$ cat src/ldpg_pkg.sv
// Constants, register map, modes and state record for the laser drive pulse and gate block.
// Assumes one 200 MHz clock, a synchronous high reset and a same-clock ADC word for the request.
// Function
// RQ1: Power-up: steady drive, output disabled, command only.
// RQ2: Steady drive starts after three-second safety delay.
// RQ3: Steady drive: min(setpoint, limit), slew limited.
// RQ4: Analog mode: min(sampled request, limit), setpoint ignored.
// RQ5: Request scales linearly: 100 mV per percent.
// RQ6: Request sampled at a fixed 100 Hz.
// RQ7: Source keeps request content below 50 Hz.
// RQ8: Request never enables output while interlocked or disabled.
// RQ9: Power-up: current feedback; power feedback by command.
// RQ10: Feedback source follows the selected regulation mode.
// RQ11: Five pulse behaviours; power-up continuous, pulses enabled.
// RQ12: Clearing pulse enable stops output in every behaviour.
// RQ13: Trigger high when driven high or open.
// RQ14: Period count is reciprocal of pulse rate.
// RQ15: Host programs width below period before timed use.
// RQ16: Trigger never enables output while interlocked.
// RQ17: Level follow: output exactly while trigger high.
// RQ18: Edge single: rising edge starts both timers, auto reload; the code reloads only on a rising edge after the period expires.
// RQ19: Timed behaviours drive only while width timer runs.
// RQ20: Edge single ignores edges until period expires.
// RQ21: Edge restart: every rising edge restarts both timers.
// RQ22: Self repeat ignores trigger, reloads on period expiry.
// RQ23: Width and period run as clock-cycle down-counters.
package ldpg_pkg;

  // ----------------------------------------------------------------
  // Timing
  // ----------------------------------------------------------------
  localparam int unsigned CLK_HZ         = 200_000_000;
  localparam int unsigned SAFETY_DELAY_S = 3;
  localparam int unsigned SAFETY_CYCLES  = SAFETY_DELAY_S * CLK_HZ;
  localparam int unsigned SAMPLE_HZ      = 100;
  localparam int unsigned SAMPLE_CYCLES  = CLK_HZ / SAMPLE_HZ;
  localparam int unsigned WIDTH_UNIT_NS  = 100;
  localparam int unsigned WIDTH_UNIT_CYC = WIDTH_UNIT_NS * (CLK_HZ / 1_000_000) / 1000;
  localparam int unsigned SLEW_PERIOD_NS = 1000;
  localparam int unsigned SLEW_CYCLES    = SLEW_PERIOD_NS * (CLK_HZ / 1_000_000) / 1000;
  localparam logic [15:0] SLEW_STEP      = 16'h0010;
  localparam logic [31:0] CLK_HZ_W       = 32'h0bebc200;

  // ----------------------------------------------------------------
  // Current codes: one code is 0.01 % of full scale, which is 1 mV of request
  // ----------------------------------------------------------------
  localparam logic [15:0] FULL_SCALE     = 16'h2710;

  // ----------------------------------------------------------------
  // Register offsets and fields
  // ----------------------------------------------------------------
  localparam logic [7:0] REG_CTRL     = 8'h00;
  localparam logic [7:0] REG_SETPOINT = 8'h04;
  localparam logic [7:0] REG_LIMIT    = 8'h08;
  localparam logic [7:0] REG_WIDTH    = 8'h0c;
  localparam logic [7:0] REG_RATE     = 8'h10;
  localparam logic [7:0] REG_STATUS   = 8'h14;
  localparam logic [7:0] REG_PERIOD   = 8'h18;
  localparam logic [7:0] REG_SAMPLE   = 8'h1c;
  localparam int CTRL_ANALOG   = 0;
  localparam int CTRL_POWER_FB = 1;
  localparam int CTRL_OUT_EN   = 2;
  localparam int CTRL_PULSE_EN = 3;
  localparam int CTRL_PSEL_LO  = 4;
  localparam logic RST_ANALOG   = 1'b0;
  localparam logic RST_POWER_FB = 1'b0;
  localparam logic RST_OUT_EN   = 1'b0;
  localparam logic RST_PULSE_EN = 1'b1;

  // ----------------------------------------------------------------
  // Modes and states
  // ----------------------------------------------------------------
  typedef enum logic [2:0] {
    PB_CONT    = 3'h0,
    PB_LEVEL   = 3'h1,
    PB_SINGLE  = 3'h2,
    PB_RESTART = 3'h3,
    PB_SELF    = 3'h4
  } ldpg_pulse_t;

  typedef enum logic [1:0] {
    DIV_IDLE = 2'h1,
    DIV_RUN  = 2'h2
  } ldpg_div_t;

  // ----------------------------------------------------------------
  // Carriers
  // ----------------------------------------------------------------
  typedef struct packed {
    logic [7:0]  addr;
    logic [31:0] wdata;
    logic        we;
    logic        re;
  } ldpg_bus_t;

  typedef struct packed {
    logic        on;
    logic [15:0] level;
    logic        power_fb;
    logic        armed;
  } ldpg_drive_t;

  typedef struct packed {
    logic        analog;
    logic        power_fb;
    logic        out_en;
    logic        pulse_en;
    ldpg_pulse_t psel;
    logic [15:0] setpoint;
    logic [15:0] limit;
    logic [23:0] width_cmd;
    logic [31:0] rate_cmd;
    logic [31:0] period_cyc;
    logic [15:0] sample_mv;
    logic [31:0] sample_cnt;
    logic [15:0] level;
    logic [15:0] slew_cnt;
    logic [31:0] delay_cnt;
    logic        armed;
    logic        drive_on;
    logic [31:0] width_cnt;
    logic [31:0] period_cnt;
    logic        trig_meta;
    logic        trig_sync;
    logic        trig_prev;
    logic        ilk_meta;
    logic        ilk_sync;
    logic        dis_meta;
    logic        dis_sync;
    ldpg_div_t   div_st;
    logic [31:0] div_q;
    logic [32:0] div_rem;
    logic [31:0] div_d;
    logic [4:0]  div_n;
    logic [31:0] rdata;
  } ldpg_state_t;

endpackage

$ cat src/ldpg_core.sv
// Enable, safety delay, drive source selection and pulse timers of the laser current driver.
// Assumes synchronised-here pins, a same-clock ADC request word in mV and a simple register port.
`timescale 1ns/10ps
module ldpg_core #(
  parameter int unsigned SAFETY_CYCLES = ldpg_pkg::SAFETY_CYCLES,
  parameter int unsigned SAMPLE_CYCLES = ldpg_pkg::SAMPLE_CYCLES
) (
  // Clock and reset
  input  wire logic              ref_clk_i,
  input  wire logic              rst_i,
  // Register port
  input  wire ldpg_pkg::ldpg_bus_t bus_i,
  output logic [31:0]            rdata_o,
  // Pins and converter
  input  wire logic              interlock_n_i,
  input  wire logic              out_disable_i,
  input  wire logic              trig_i,
  input  wire logic [13:0]       analog_mv_i,
  // Drive
  output ldpg_pkg::ldpg_drive_t  drive_o
);

  // ----------------------------------------------------------------
  // State
  // ----------------------------------------------------------------
  ldpg_pkg::ldpg_state_t s;
  ldpg_pkg::ldpg_state_t next_s;

  logic [31:0] width_cyc;
  logic [15:0] target;
  logic [15:0] clamp_mv;
  logic        cond_ok;
  logic        rise;
  logic        timed;
  logic        load;
  logic        gate;
  logic [32:0] rem_sh;

  assign width_cyc = 32'(s.width_cmd * ldpg_pkg::WIDTH_UNIT_CYC); // [RQ23]
  assign clamp_mv  = ({2'b00, analog_mv_i} > ldpg_pkg::FULL_SCALE) ? ldpg_pkg::FULL_SCALE
                     : {2'b00, analog_mv_i}; // [RQ5]
  assign cond_ok   = s.out_en && !s.ilk_sync && !s.dis_sync;
  assign rise      = s.trig_sync && !s.trig_prev;
  assign timed     = (s.psel == ldpg_pkg::PB_SINGLE) || (s.psel == ldpg_pkg::PB_RESTART)
                     || (s.psel == ldpg_pkg::PB_SELF);
  assign rem_sh    = {s.div_rem[31:0], s.div_q[31]};

  always_comb begin
    next_s = s;

    // ----------------------------------------------------------------
    // Pin synchronisers
    // ----------------------------------------------------------------
    // An open trigger pin is held high by its pull-up, so open reads as high.
    next_s.trig_meta = trig_i; // [RQ13]
    next_s.trig_sync = s.trig_meta;
    next_s.trig_prev = s.trig_sync;
    next_s.ilk_meta  = interlock_n_i;
    next_s.ilk_sync  = s.ilk_meta;
    next_s.dis_meta  = out_disable_i;
    next_s.dis_sync  = s.dis_meta;

    // ----------------------------------------------------------------
    // Register writes
    // ----------------------------------------------------------------
    if (bus_i.we) begin
      case (bus_i.addr)
        ldpg_pkg::REG_CTRL: begin
          next_s.analog   = bus_i.wdata[ldpg_pkg::CTRL_ANALOG];   // [RQ1]
          next_s.power_fb = bus_i.wdata[ldpg_pkg::CTRL_POWER_FB]; // [RQ9]
          next_s.out_en   = bus_i.wdata[ldpg_pkg::CTRL_OUT_EN];
          next_s.pulse_en = bus_i.wdata[ldpg_pkg::CTRL_PULSE_EN];
          if (bus_i.wdata[ldpg_pkg::CTRL_PSEL_LO +: 3] <= 3'h4) begin
            next_s.psel = ldpg_pkg::ldpg_pulse_t'(bus_i.wdata[ldpg_pkg::CTRL_PSEL_LO +: 3]); // [RQ11]
          end
        end
        ldpg_pkg::REG_SETPOINT: begin
          next_s.setpoint = bus_i.wdata[15:0];
        end
        ldpg_pkg::REG_LIMIT: begin
          next_s.limit = bus_i.wdata[15:0];
        end
        ldpg_pkg::REG_WIDTH: begin
          next_s.width_cmd = bus_i.wdata[23:0];
        end
        ldpg_pkg::REG_RATE: begin
          next_s.rate_cmd = bus_i.wdata;
          if (bus_i.wdata == 32'h0) begin
            next_s.period_cyc = 32'h0;
            next_s.div_st     = ldpg_pkg::DIV_IDLE;
          end else begin
            next_s.div_d   = bus_i.wdata;
            next_s.div_q   = ldpg_pkg::CLK_HZ_W;
            next_s.div_rem = 33'h0;
            next_s.div_n   = 5'h0;
            next_s.div_st  = ldpg_pkg::DIV_RUN;
          end
        end
        default: begin
        end
      endcase
    end

    // ----------------------------------------------------------------
    // Period from rate: one restoring division step per cycle
    // ----------------------------------------------------------------
    // Until the 32 steps finish the old period stays in use.
    case (s.div_st)
      ldpg_pkg::DIV_IDLE: begin
      end
      ldpg_pkg::DIV_RUN: begin
        if (!(bus_i.we && bus_i.addr == ldpg_pkg::REG_RATE)) begin
          if (rem_sh >= {1'b0, s.div_d}) begin
            next_s.div_rem = 33'(rem_sh - {1'b0, s.div_d});
            next_s.div_q   = {s.div_q[30:0], 1'b1};
          end else begin
            next_s.div_rem = rem_sh;
            next_s.div_q   = {s.div_q[30:0], 1'b0};
          end
          next_s.div_n = 5'(s.div_n + 5'h1);
          if (s.div_n == 5'h1f) begin
            next_s.period_cyc = next_s.div_q; // [RQ14]
            next_s.div_st     = ldpg_pkg::DIV_IDLE;
          end
        end
      end
      default: begin
        next_s.div_st = ldpg_pkg::DIV_IDLE;
      end
    endcase

    // ----------------------------------------------------------------
    // Request sampling and drive target
    // ----------------------------------------------------------------
    // No filtering here: the source must keep content below half the sample rate.
    if (s.sample_cnt >= 32'(SAMPLE_CYCLES - 1)) begin
      next_s.sample_cnt = 32'h0;
      next_s.sample_mv  = clamp_mv; // [RQ6] [RQ7]
    end else begin
      next_s.sample_cnt = 32'(s.sample_cnt + 32'h1);
    end
    if (s.analog) begin
      target = (s.sample_mv < s.limit) ? s.sample_mv : s.limit; // [RQ4]
    end else begin
      target = (s.setpoint < s.limit) ? s.setpoint : s.limit; // [RQ3]
    end
    if (target > ldpg_pkg::FULL_SCALE) begin
      target = ldpg_pkg::FULL_SCALE;
    end

    // Small steps trade settling speed for no overshoot into the diode.
    if (s.slew_cnt >= 16'(ldpg_pkg::SLEW_CYCLES - 1)) begin
      next_s.slew_cnt = 16'h0;
      if (target > s.level) begin
        next_s.level = (target - s.level > ldpg_pkg::SLEW_STEP)
                       ? 16'(s.level + ldpg_pkg::SLEW_STEP) : target; // [RQ3]
      end else begin
        next_s.level = (s.level - target > ldpg_pkg::SLEW_STEP)
                       ? 16'(s.level - ldpg_pkg::SLEW_STEP) : target;
      end
    end else begin
      next_s.slew_cnt = 16'(s.slew_cnt + 16'h1);
    end

    // ----------------------------------------------------------------
    // Safety delay
    // ----------------------------------------------------------------
    if (!cond_ok) begin
      next_s.delay_cnt = 32'h0;
      next_s.armed     = 1'b0; // [RQ8] [RQ16]
    end else if (!s.armed) begin
      if (s.delay_cnt >= 32'(SAFETY_CYCLES - 1)) begin
        next_s.armed = 1'b1; // [RQ2]
      end else begin
        next_s.delay_cnt = 32'(s.delay_cnt + 32'h1);
      end
    end

    // ----------------------------------------------------------------
    // Pulse timers
    // ----------------------------------------------------------------
    next_s.width_cnt  = (s.width_cnt != 32'h0) ? 32'(s.width_cnt - 32'h1) : 32'h0; // [RQ23]
    next_s.period_cnt = (s.period_cnt != 32'h0) ? 32'(s.period_cnt - 32'h1) : 32'h0;
    // Width must be shorter than period, or pulses run together.
    case (s.psel)
      ldpg_pkg::PB_SINGLE: begin
        load = rise && (s.period_cnt == 32'h0); // [RQ18] [RQ20] [RQ15]
      end
      ldpg_pkg::PB_RESTART: begin
        load = rise; // [RQ21]
      end
      ldpg_pkg::PB_SELF: begin
        // Reloading on the last count keeps the repeat at exactly the programmed period.
        load = (s.period_cnt <= 32'h1); // [RQ22]
      end
      default: begin
        load = 1'b0;
      end
    endcase
    if (!timed) begin
      next_s.width_cnt  = 32'h0;
      next_s.period_cnt = 32'h0;
    end else if (load && s.period_cyc != 32'h0) begin
      next_s.width_cnt  = width_cyc; // [RQ18]
      next_s.period_cnt = s.period_cyc;
    end

    // ----------------------------------------------------------------
    // Output gate
    // ----------------------------------------------------------------
    case (s.psel)
      ldpg_pkg::PB_CONT: begin
        gate = 1'b1;
      end
      ldpg_pkg::PB_LEVEL: begin
        gate = s.trig_sync; // [RQ17]
      end
      default: begin
        gate = (s.width_cnt != 32'h0); // [RQ19]
      end
    endcase
    next_s.drive_on = s.armed && cond_ok && s.pulse_en && gate; // [RQ12] [RQ16] [RQ8]

    // ----------------------------------------------------------------
    // Register reads
    // ----------------------------------------------------------------
    next_s.rdata = 32'h0;
    if (bus_i.re) begin
      case (bus_i.addr)
        ldpg_pkg::REG_CTRL: begin
          next_s.rdata = {25'h0, s.psel, s.pulse_en, s.out_en, s.power_fb, s.analog};
        end
        ldpg_pkg::REG_SETPOINT: next_s.rdata = {16'h0, s.setpoint};
        ldpg_pkg::REG_LIMIT:    next_s.rdata = {16'h0, s.limit};
        ldpg_pkg::REG_WIDTH:    next_s.rdata = {8'h0, s.width_cmd};
        ldpg_pkg::REG_RATE:     next_s.rdata = s.rate_cmd;
        ldpg_pkg::REG_STATUS: begin
          next_s.rdata = {s.level, 8'h0, (s.div_st == ldpg_pkg::DIV_RUN), s.trig_sync,
                          s.dis_sync, !s.ilk_sync, (s.period_cnt != 32'h0),
                          (s.width_cnt != 32'h0), s.drive_on, s.armed};
        end
        ldpg_pkg::REG_PERIOD:   next_s.rdata = s.period_cyc;
        ldpg_pkg::REG_SAMPLE:   next_s.rdata = {16'h0, s.sample_mv};
        default:                next_s.rdata = 32'h0;
      endcase
    end

    // ----------------------------------------------------------------
    // Synchronous reset
    // ----------------------------------------------------------------
    if (rst_i) begin
      next_s          = '0;
      next_s.analog   = ldpg_pkg::RST_ANALOG;   // [RQ1]
      next_s.power_fb = ldpg_pkg::RST_POWER_FB; // [RQ9]
      next_s.out_en   = ldpg_pkg::RST_OUT_EN;   // [RQ1] [RQ11]
      next_s.pulse_en = ldpg_pkg::RST_PULSE_EN; // [RQ11]
      next_s.psel     = ldpg_pkg::PB_CONT;
      next_s.div_st   = ldpg_pkg::DIV_IDLE;
      next_s.limit    = ldpg_pkg::FULL_SCALE;
      next_s.ilk_meta = 1'b1;
      next_s.ilk_sync = 1'b1;
      next_s.trig_meta = 1'b1;
      next_s.trig_sync = 1'b1;
      next_s.trig_prev = 1'b1;
    end
  end

  always_ff @(posedge ref_clk_i) begin
    s <= next_s;
  end

  assign rdata_o        = s.rdata;
  assign drive_o = '{on: s.drive_on, level: s.level, power_fb: s.power_fb, armed: s.armed}; // [RQ10]
endmodule

$ cat config.mk
export PLATFORM = sky130hd
export DESIGN_NAME = ldpg_core
export DESIGN_NICKNAME = d
export VERILOG_FILES = /design/src/ldpg_pkg.sv /design/src/ldpg_core.sv
export SDC_FILE = /design/constraint.sdc
export NUM_CORES = 1
export LEC_CHECK = 0
export BUFFER_PORTS_ARGS = -buffer_cell sky130_fd_sc_hd__buf_2
export CORE_UTILIZATION = 53
export CTS_BUF_LIST = sky130_fd_sc_hd__clkbuf_4 sky130_fd_sc_hd__clkbuf_8
export CTS_CLUSTER_SIZE = 10
export DETAILED_ROUTE_END_ITERATION = 8
export PLACE_DENSITY = 0.7
export SLEW_MARGIN = 20
export SYNTH_ARGS = -nofsm -noshare
export SYNTH_HDL_FRONTEND = slang
export SYNTH_SLANG_ARGS = --single-unit
$ cat constraint.sdc
create_clock -name ref_clk_i -period 9.1 [get_ports ref_clk_i]
set_input_delay 2.275 -clock ref_clk_i [delete_from_list [all_inputs] [get_ports ref_clk_i]]
set_output_delay 2.275 -clock ref_clk_i [all_outputs]
set_load 0.01 [all_outputs]
==> run_results.csv <==
group,metric,value,unit
cts,cts_tree,"yes",
yosys,synth_xor_area_share,5.68,%
critical_path,r2r-end,"drive_o[11]",
cts,clkLatencyLatePin,690,ps
detailed_routing,remaining_drc_errors,0,
min_path,holdPathStages,1,
sta,worstMarginPinSlew,1190,ps
cts,numCtsBuffers,79,
status,status,"finished, final reports clean",
global_routing,grt_util_all_layers,32.5,%
yosys,synthMuxAreaShare,3.06,%
cts,clkTransAtPathRegs,60,ps
sta,fmax,0.121,GHz
sta,period_needed,8290,ps
cts,cts_max_level,3,
yosys,netlist_area,0.0244,mm²
critical_path,worst_r2r_path_depth,23,
critical_path,max_stage_delay,900,ps
critical_path,reg2reg_from,"s[416]",
detailed_routing,wl,77.7,mm
sta,timing.final.ws_setup,815,ps
min_path,min_to,"s[138]",
place,dpl_worst_slack,985,ps
sta,rsz0062_at_grt,"no",
sta,drv_slew,0,
flow_run,maxCapViolCount,0,
finish,final_common_cell,"nand2_1",
detailed_routing,vias_per_cell,6.00,
cts,clockRootBuffer,"clkbuf_8",
cts,clock_tree.buffer_depth,3,
yosys,synth-seq-cells,445,
power,clkPwrFrac,39.6,%
power,power.switching,1570,µW
min_path,worstHoldPathType,"flip-flop to flip-flop",
critical_path,crit_chain,"inv_1 > ha_1 > a21oi_1 > o21ai_0 > a311o_1 > or2_1 > a311oi_1 > nand4_1 > o31ai_1 > nand2_1 > ha_1 > a21oi_1 > nor2_1 > o21a_1 > or3_1 > and3_1 > a211oi_1 > o21ai_0 > xnor2_1 > o2111ai_1 > a211oi_4 > a21oi_1 > o311ai_1",
sta,setup_viol,0,
power,power.share.sequential,41.4,%
sta,hold_viol_final,0,
min_path,hp-start,"s[139]",
power,swShare,31.3,%
sta,slew_headroom,18.7,%
floorplan,io_pins,112,
sta,fin_tns_setup,0,ps
critical_path,critPathSlowestCell,"o31ai_1",
critical_path,cp_num_buf_inv,1,
global_routing,gr-total-overflow,0,
finish,finish.utilization,58.9,%
place,placed_area,0.0250,mm²
detailed_routing,drtIter0Drc,2275,
place,hpwl,56.8,mm
detailed_routing,detailedRoute.firstPassIterationCount,6,
finish,fin_area,0.0267,mm²
yosys,synth_top_family_by_area,"simple AND/OR/NAND/NOR gates",
yosys,synth_compound_area_share,19.5,%
floorplan,rows,78,
power,vdd_ir_drop_max,0.120,mV
place,gp_congestion,1.00,
yosys,synthAdderAreaFrac,7.79,%
sta,skew,28.2,ps
detailed_routing,vias,22500,
detailed_routing,wire_per_inst,20.8,µm
floorplan,core-area,0.0454,mm²
global_routing,antenna_found_initial,10,
yosys,ys_warn_count,0,
finish,drive_gt1_share,10.7,%
yosys,syn_area_per_cell,8.04,µm²
yosys,synth_edf_count,0,
critical_path,worstPathRequired,9670,ps
cts,clock_sinks,445,
floorplan,dieArea,0.0468,mm²
critical_path,setup.worst_path.start_class,"flip-flop",
finish,final_nets,3291,
critical_path,crit_path_frequent_cell,"a21oi_1",
finish,final_cell_mix,"nand2_1, dfxtp_1, a21oi_1, nor2_1, ha_1",
global_routing,grt_max_degree,102,
critical_path,crit_arrival,8850,ps
critical_path,endpoint_kind,"flip-flop",
global_routing,grt_pass1_wl,119,mm
cts,hold_buffers,0,
power,pwr-share-comb,19.0,%
place,port_buffers,111,
cts,cts_resized,0,
yosys,yosysSeqAreaShare,36.6,%
finish,layout.cells.non_filler,3741,
floorplan,die_h,216,µm
critical_path,cp-startpoint,"s[416]",
yosys,ys_async_sr_fraction,0,%
finish,fill_cells,4195,
power,powerDensity,188,mW/mm²
yosys,syn-instance-count,3032,
critical_path,cp_max_fo,17,
yosys,synth_top_area_cell,"dfxtp_1",
critical_path,reg2reg_setup_slack,810,ps
cts,postCtsSetupRepairBufs,0,
critical_path,crit_family,"compound AO/OA/AOI/OAI gates",
detailed_routing,ant_nets,0,
yosys,synth.top_cell.area_share,36.6,%
yosys,yosysUniqueCellTypes,88,
place,dpl.cell_count,3598,
global_routing,grt_pass1_vias,21000,
yosys,synth_ff_type,"dfxtp_1",
finish,syn2layout_area_growth,9.76,%
sta,period_share,91.0,%
floorplan,die_w,216,µm
yosys,synth_area_leaders,"dfxtp_1, ha_1, nand2_1, a21oi_1, nor2_1",
power,leakagePower,0.0109,µW
power,p_int,3450,µW
floorplan,start_util,53.7,%
critical_path,setup.worst_path.class,"flip-flop to flip-flop",
yosys,synthSimpleGateAreaFrac,21.6,%
-- power groups by stage --
stage          Clock [µW]  Sequential [µW]  Combinational, µW
6_report             1990             2080                954
5_1_grt              2120             2080               1030
4_1_cts              2020             2080                930
3_5_place_dp            0             2120                924
3_3_place_gp            0             2120                927
2_1_floorplan           0             2060                714
-- cells by family (layout without fill, tap and decap cells) --
family,Yosys count,in the layout
XOR/XNOR,158,158
flip-flops,445,445
buffers and inverters,319,407
AO/OA/AOI/OAI,738,738
other,2,23
multiplexers,73,73
AND/OR/NAND/NOR,1147,1147
adder cells (fa/ha/maj),150,150
-- routing by layer --
metal  vias up  GRT usage (%)  wire (µm)
li1      10700              -          -
met4        16           14.8       3510
met1     10500           42.4      33000
met3       233           8.39       6890
met5         -              0        119
met2       922           50.4      34200
-- layout make-up --
type | instances | area (µm²) | area share, %
multi-input combinational | 2288 | 14100 | 52.9
sequential | 445 | 8910 | 33.3
antenna | 1 | 2.50 | 0.00936
inverter | 128 | 480 | 1.80
timing repair buffer | 138 | 768 | 2.87
clock inverter | 18 | 158 | 0.589
clock buffer | 123 | 1540 | 5.74
tap | 600 | 751 | 2.81
-- through the flow --
step / total power, µW / hold slack, ps
detailed placement: 3040 / 398
floorplan: 2770 / 389
global placement: 3040 / 392
global route: 5230 / 437
finish: 5030 / 415
CTS: 5030 / 418
-- worst max-delay path by stage --
| stage | slack [ps] | end | cells past startpoint |
|---|---|---|---|
| after floorplan | 2750 | drive_o[16] | 29 |
| after global placement | 1200 | drive_o[11] | 24 |
| after detailed placement | 990 | drive_o[11] | 25 |
| after CTS | 960 | drive_o[11] | 25 |
| after global routing | 300 | drive_o[11] | 25 |
| final | 810 | drive_o[11] | 23 |
-- registers in the layout, indices dropped and copies added (netlist names) --
register,flops
drive_o,19
rdata_o,32
s,361
rem_sh,33
-- synthesized netlist by cell type, types with 28 or more instances --
library cell  number
buf_4             52
mux2i_1           61
a31oi_1           28
a22oi_1           75
xnor2_1           87
nor2_1           259
o21ai_0          141
a21o_1            30
ha_1             147
o22ai_1           32
a21oi_1          260
dfxtp_1          445
nand4_1           35
nand2_1          469
nor3_1            58
clkbuf_1         130
nor4_1            43
nand3_1           96
inv_1            128
xor2_1            71
(Power assumes the default switching activity.)
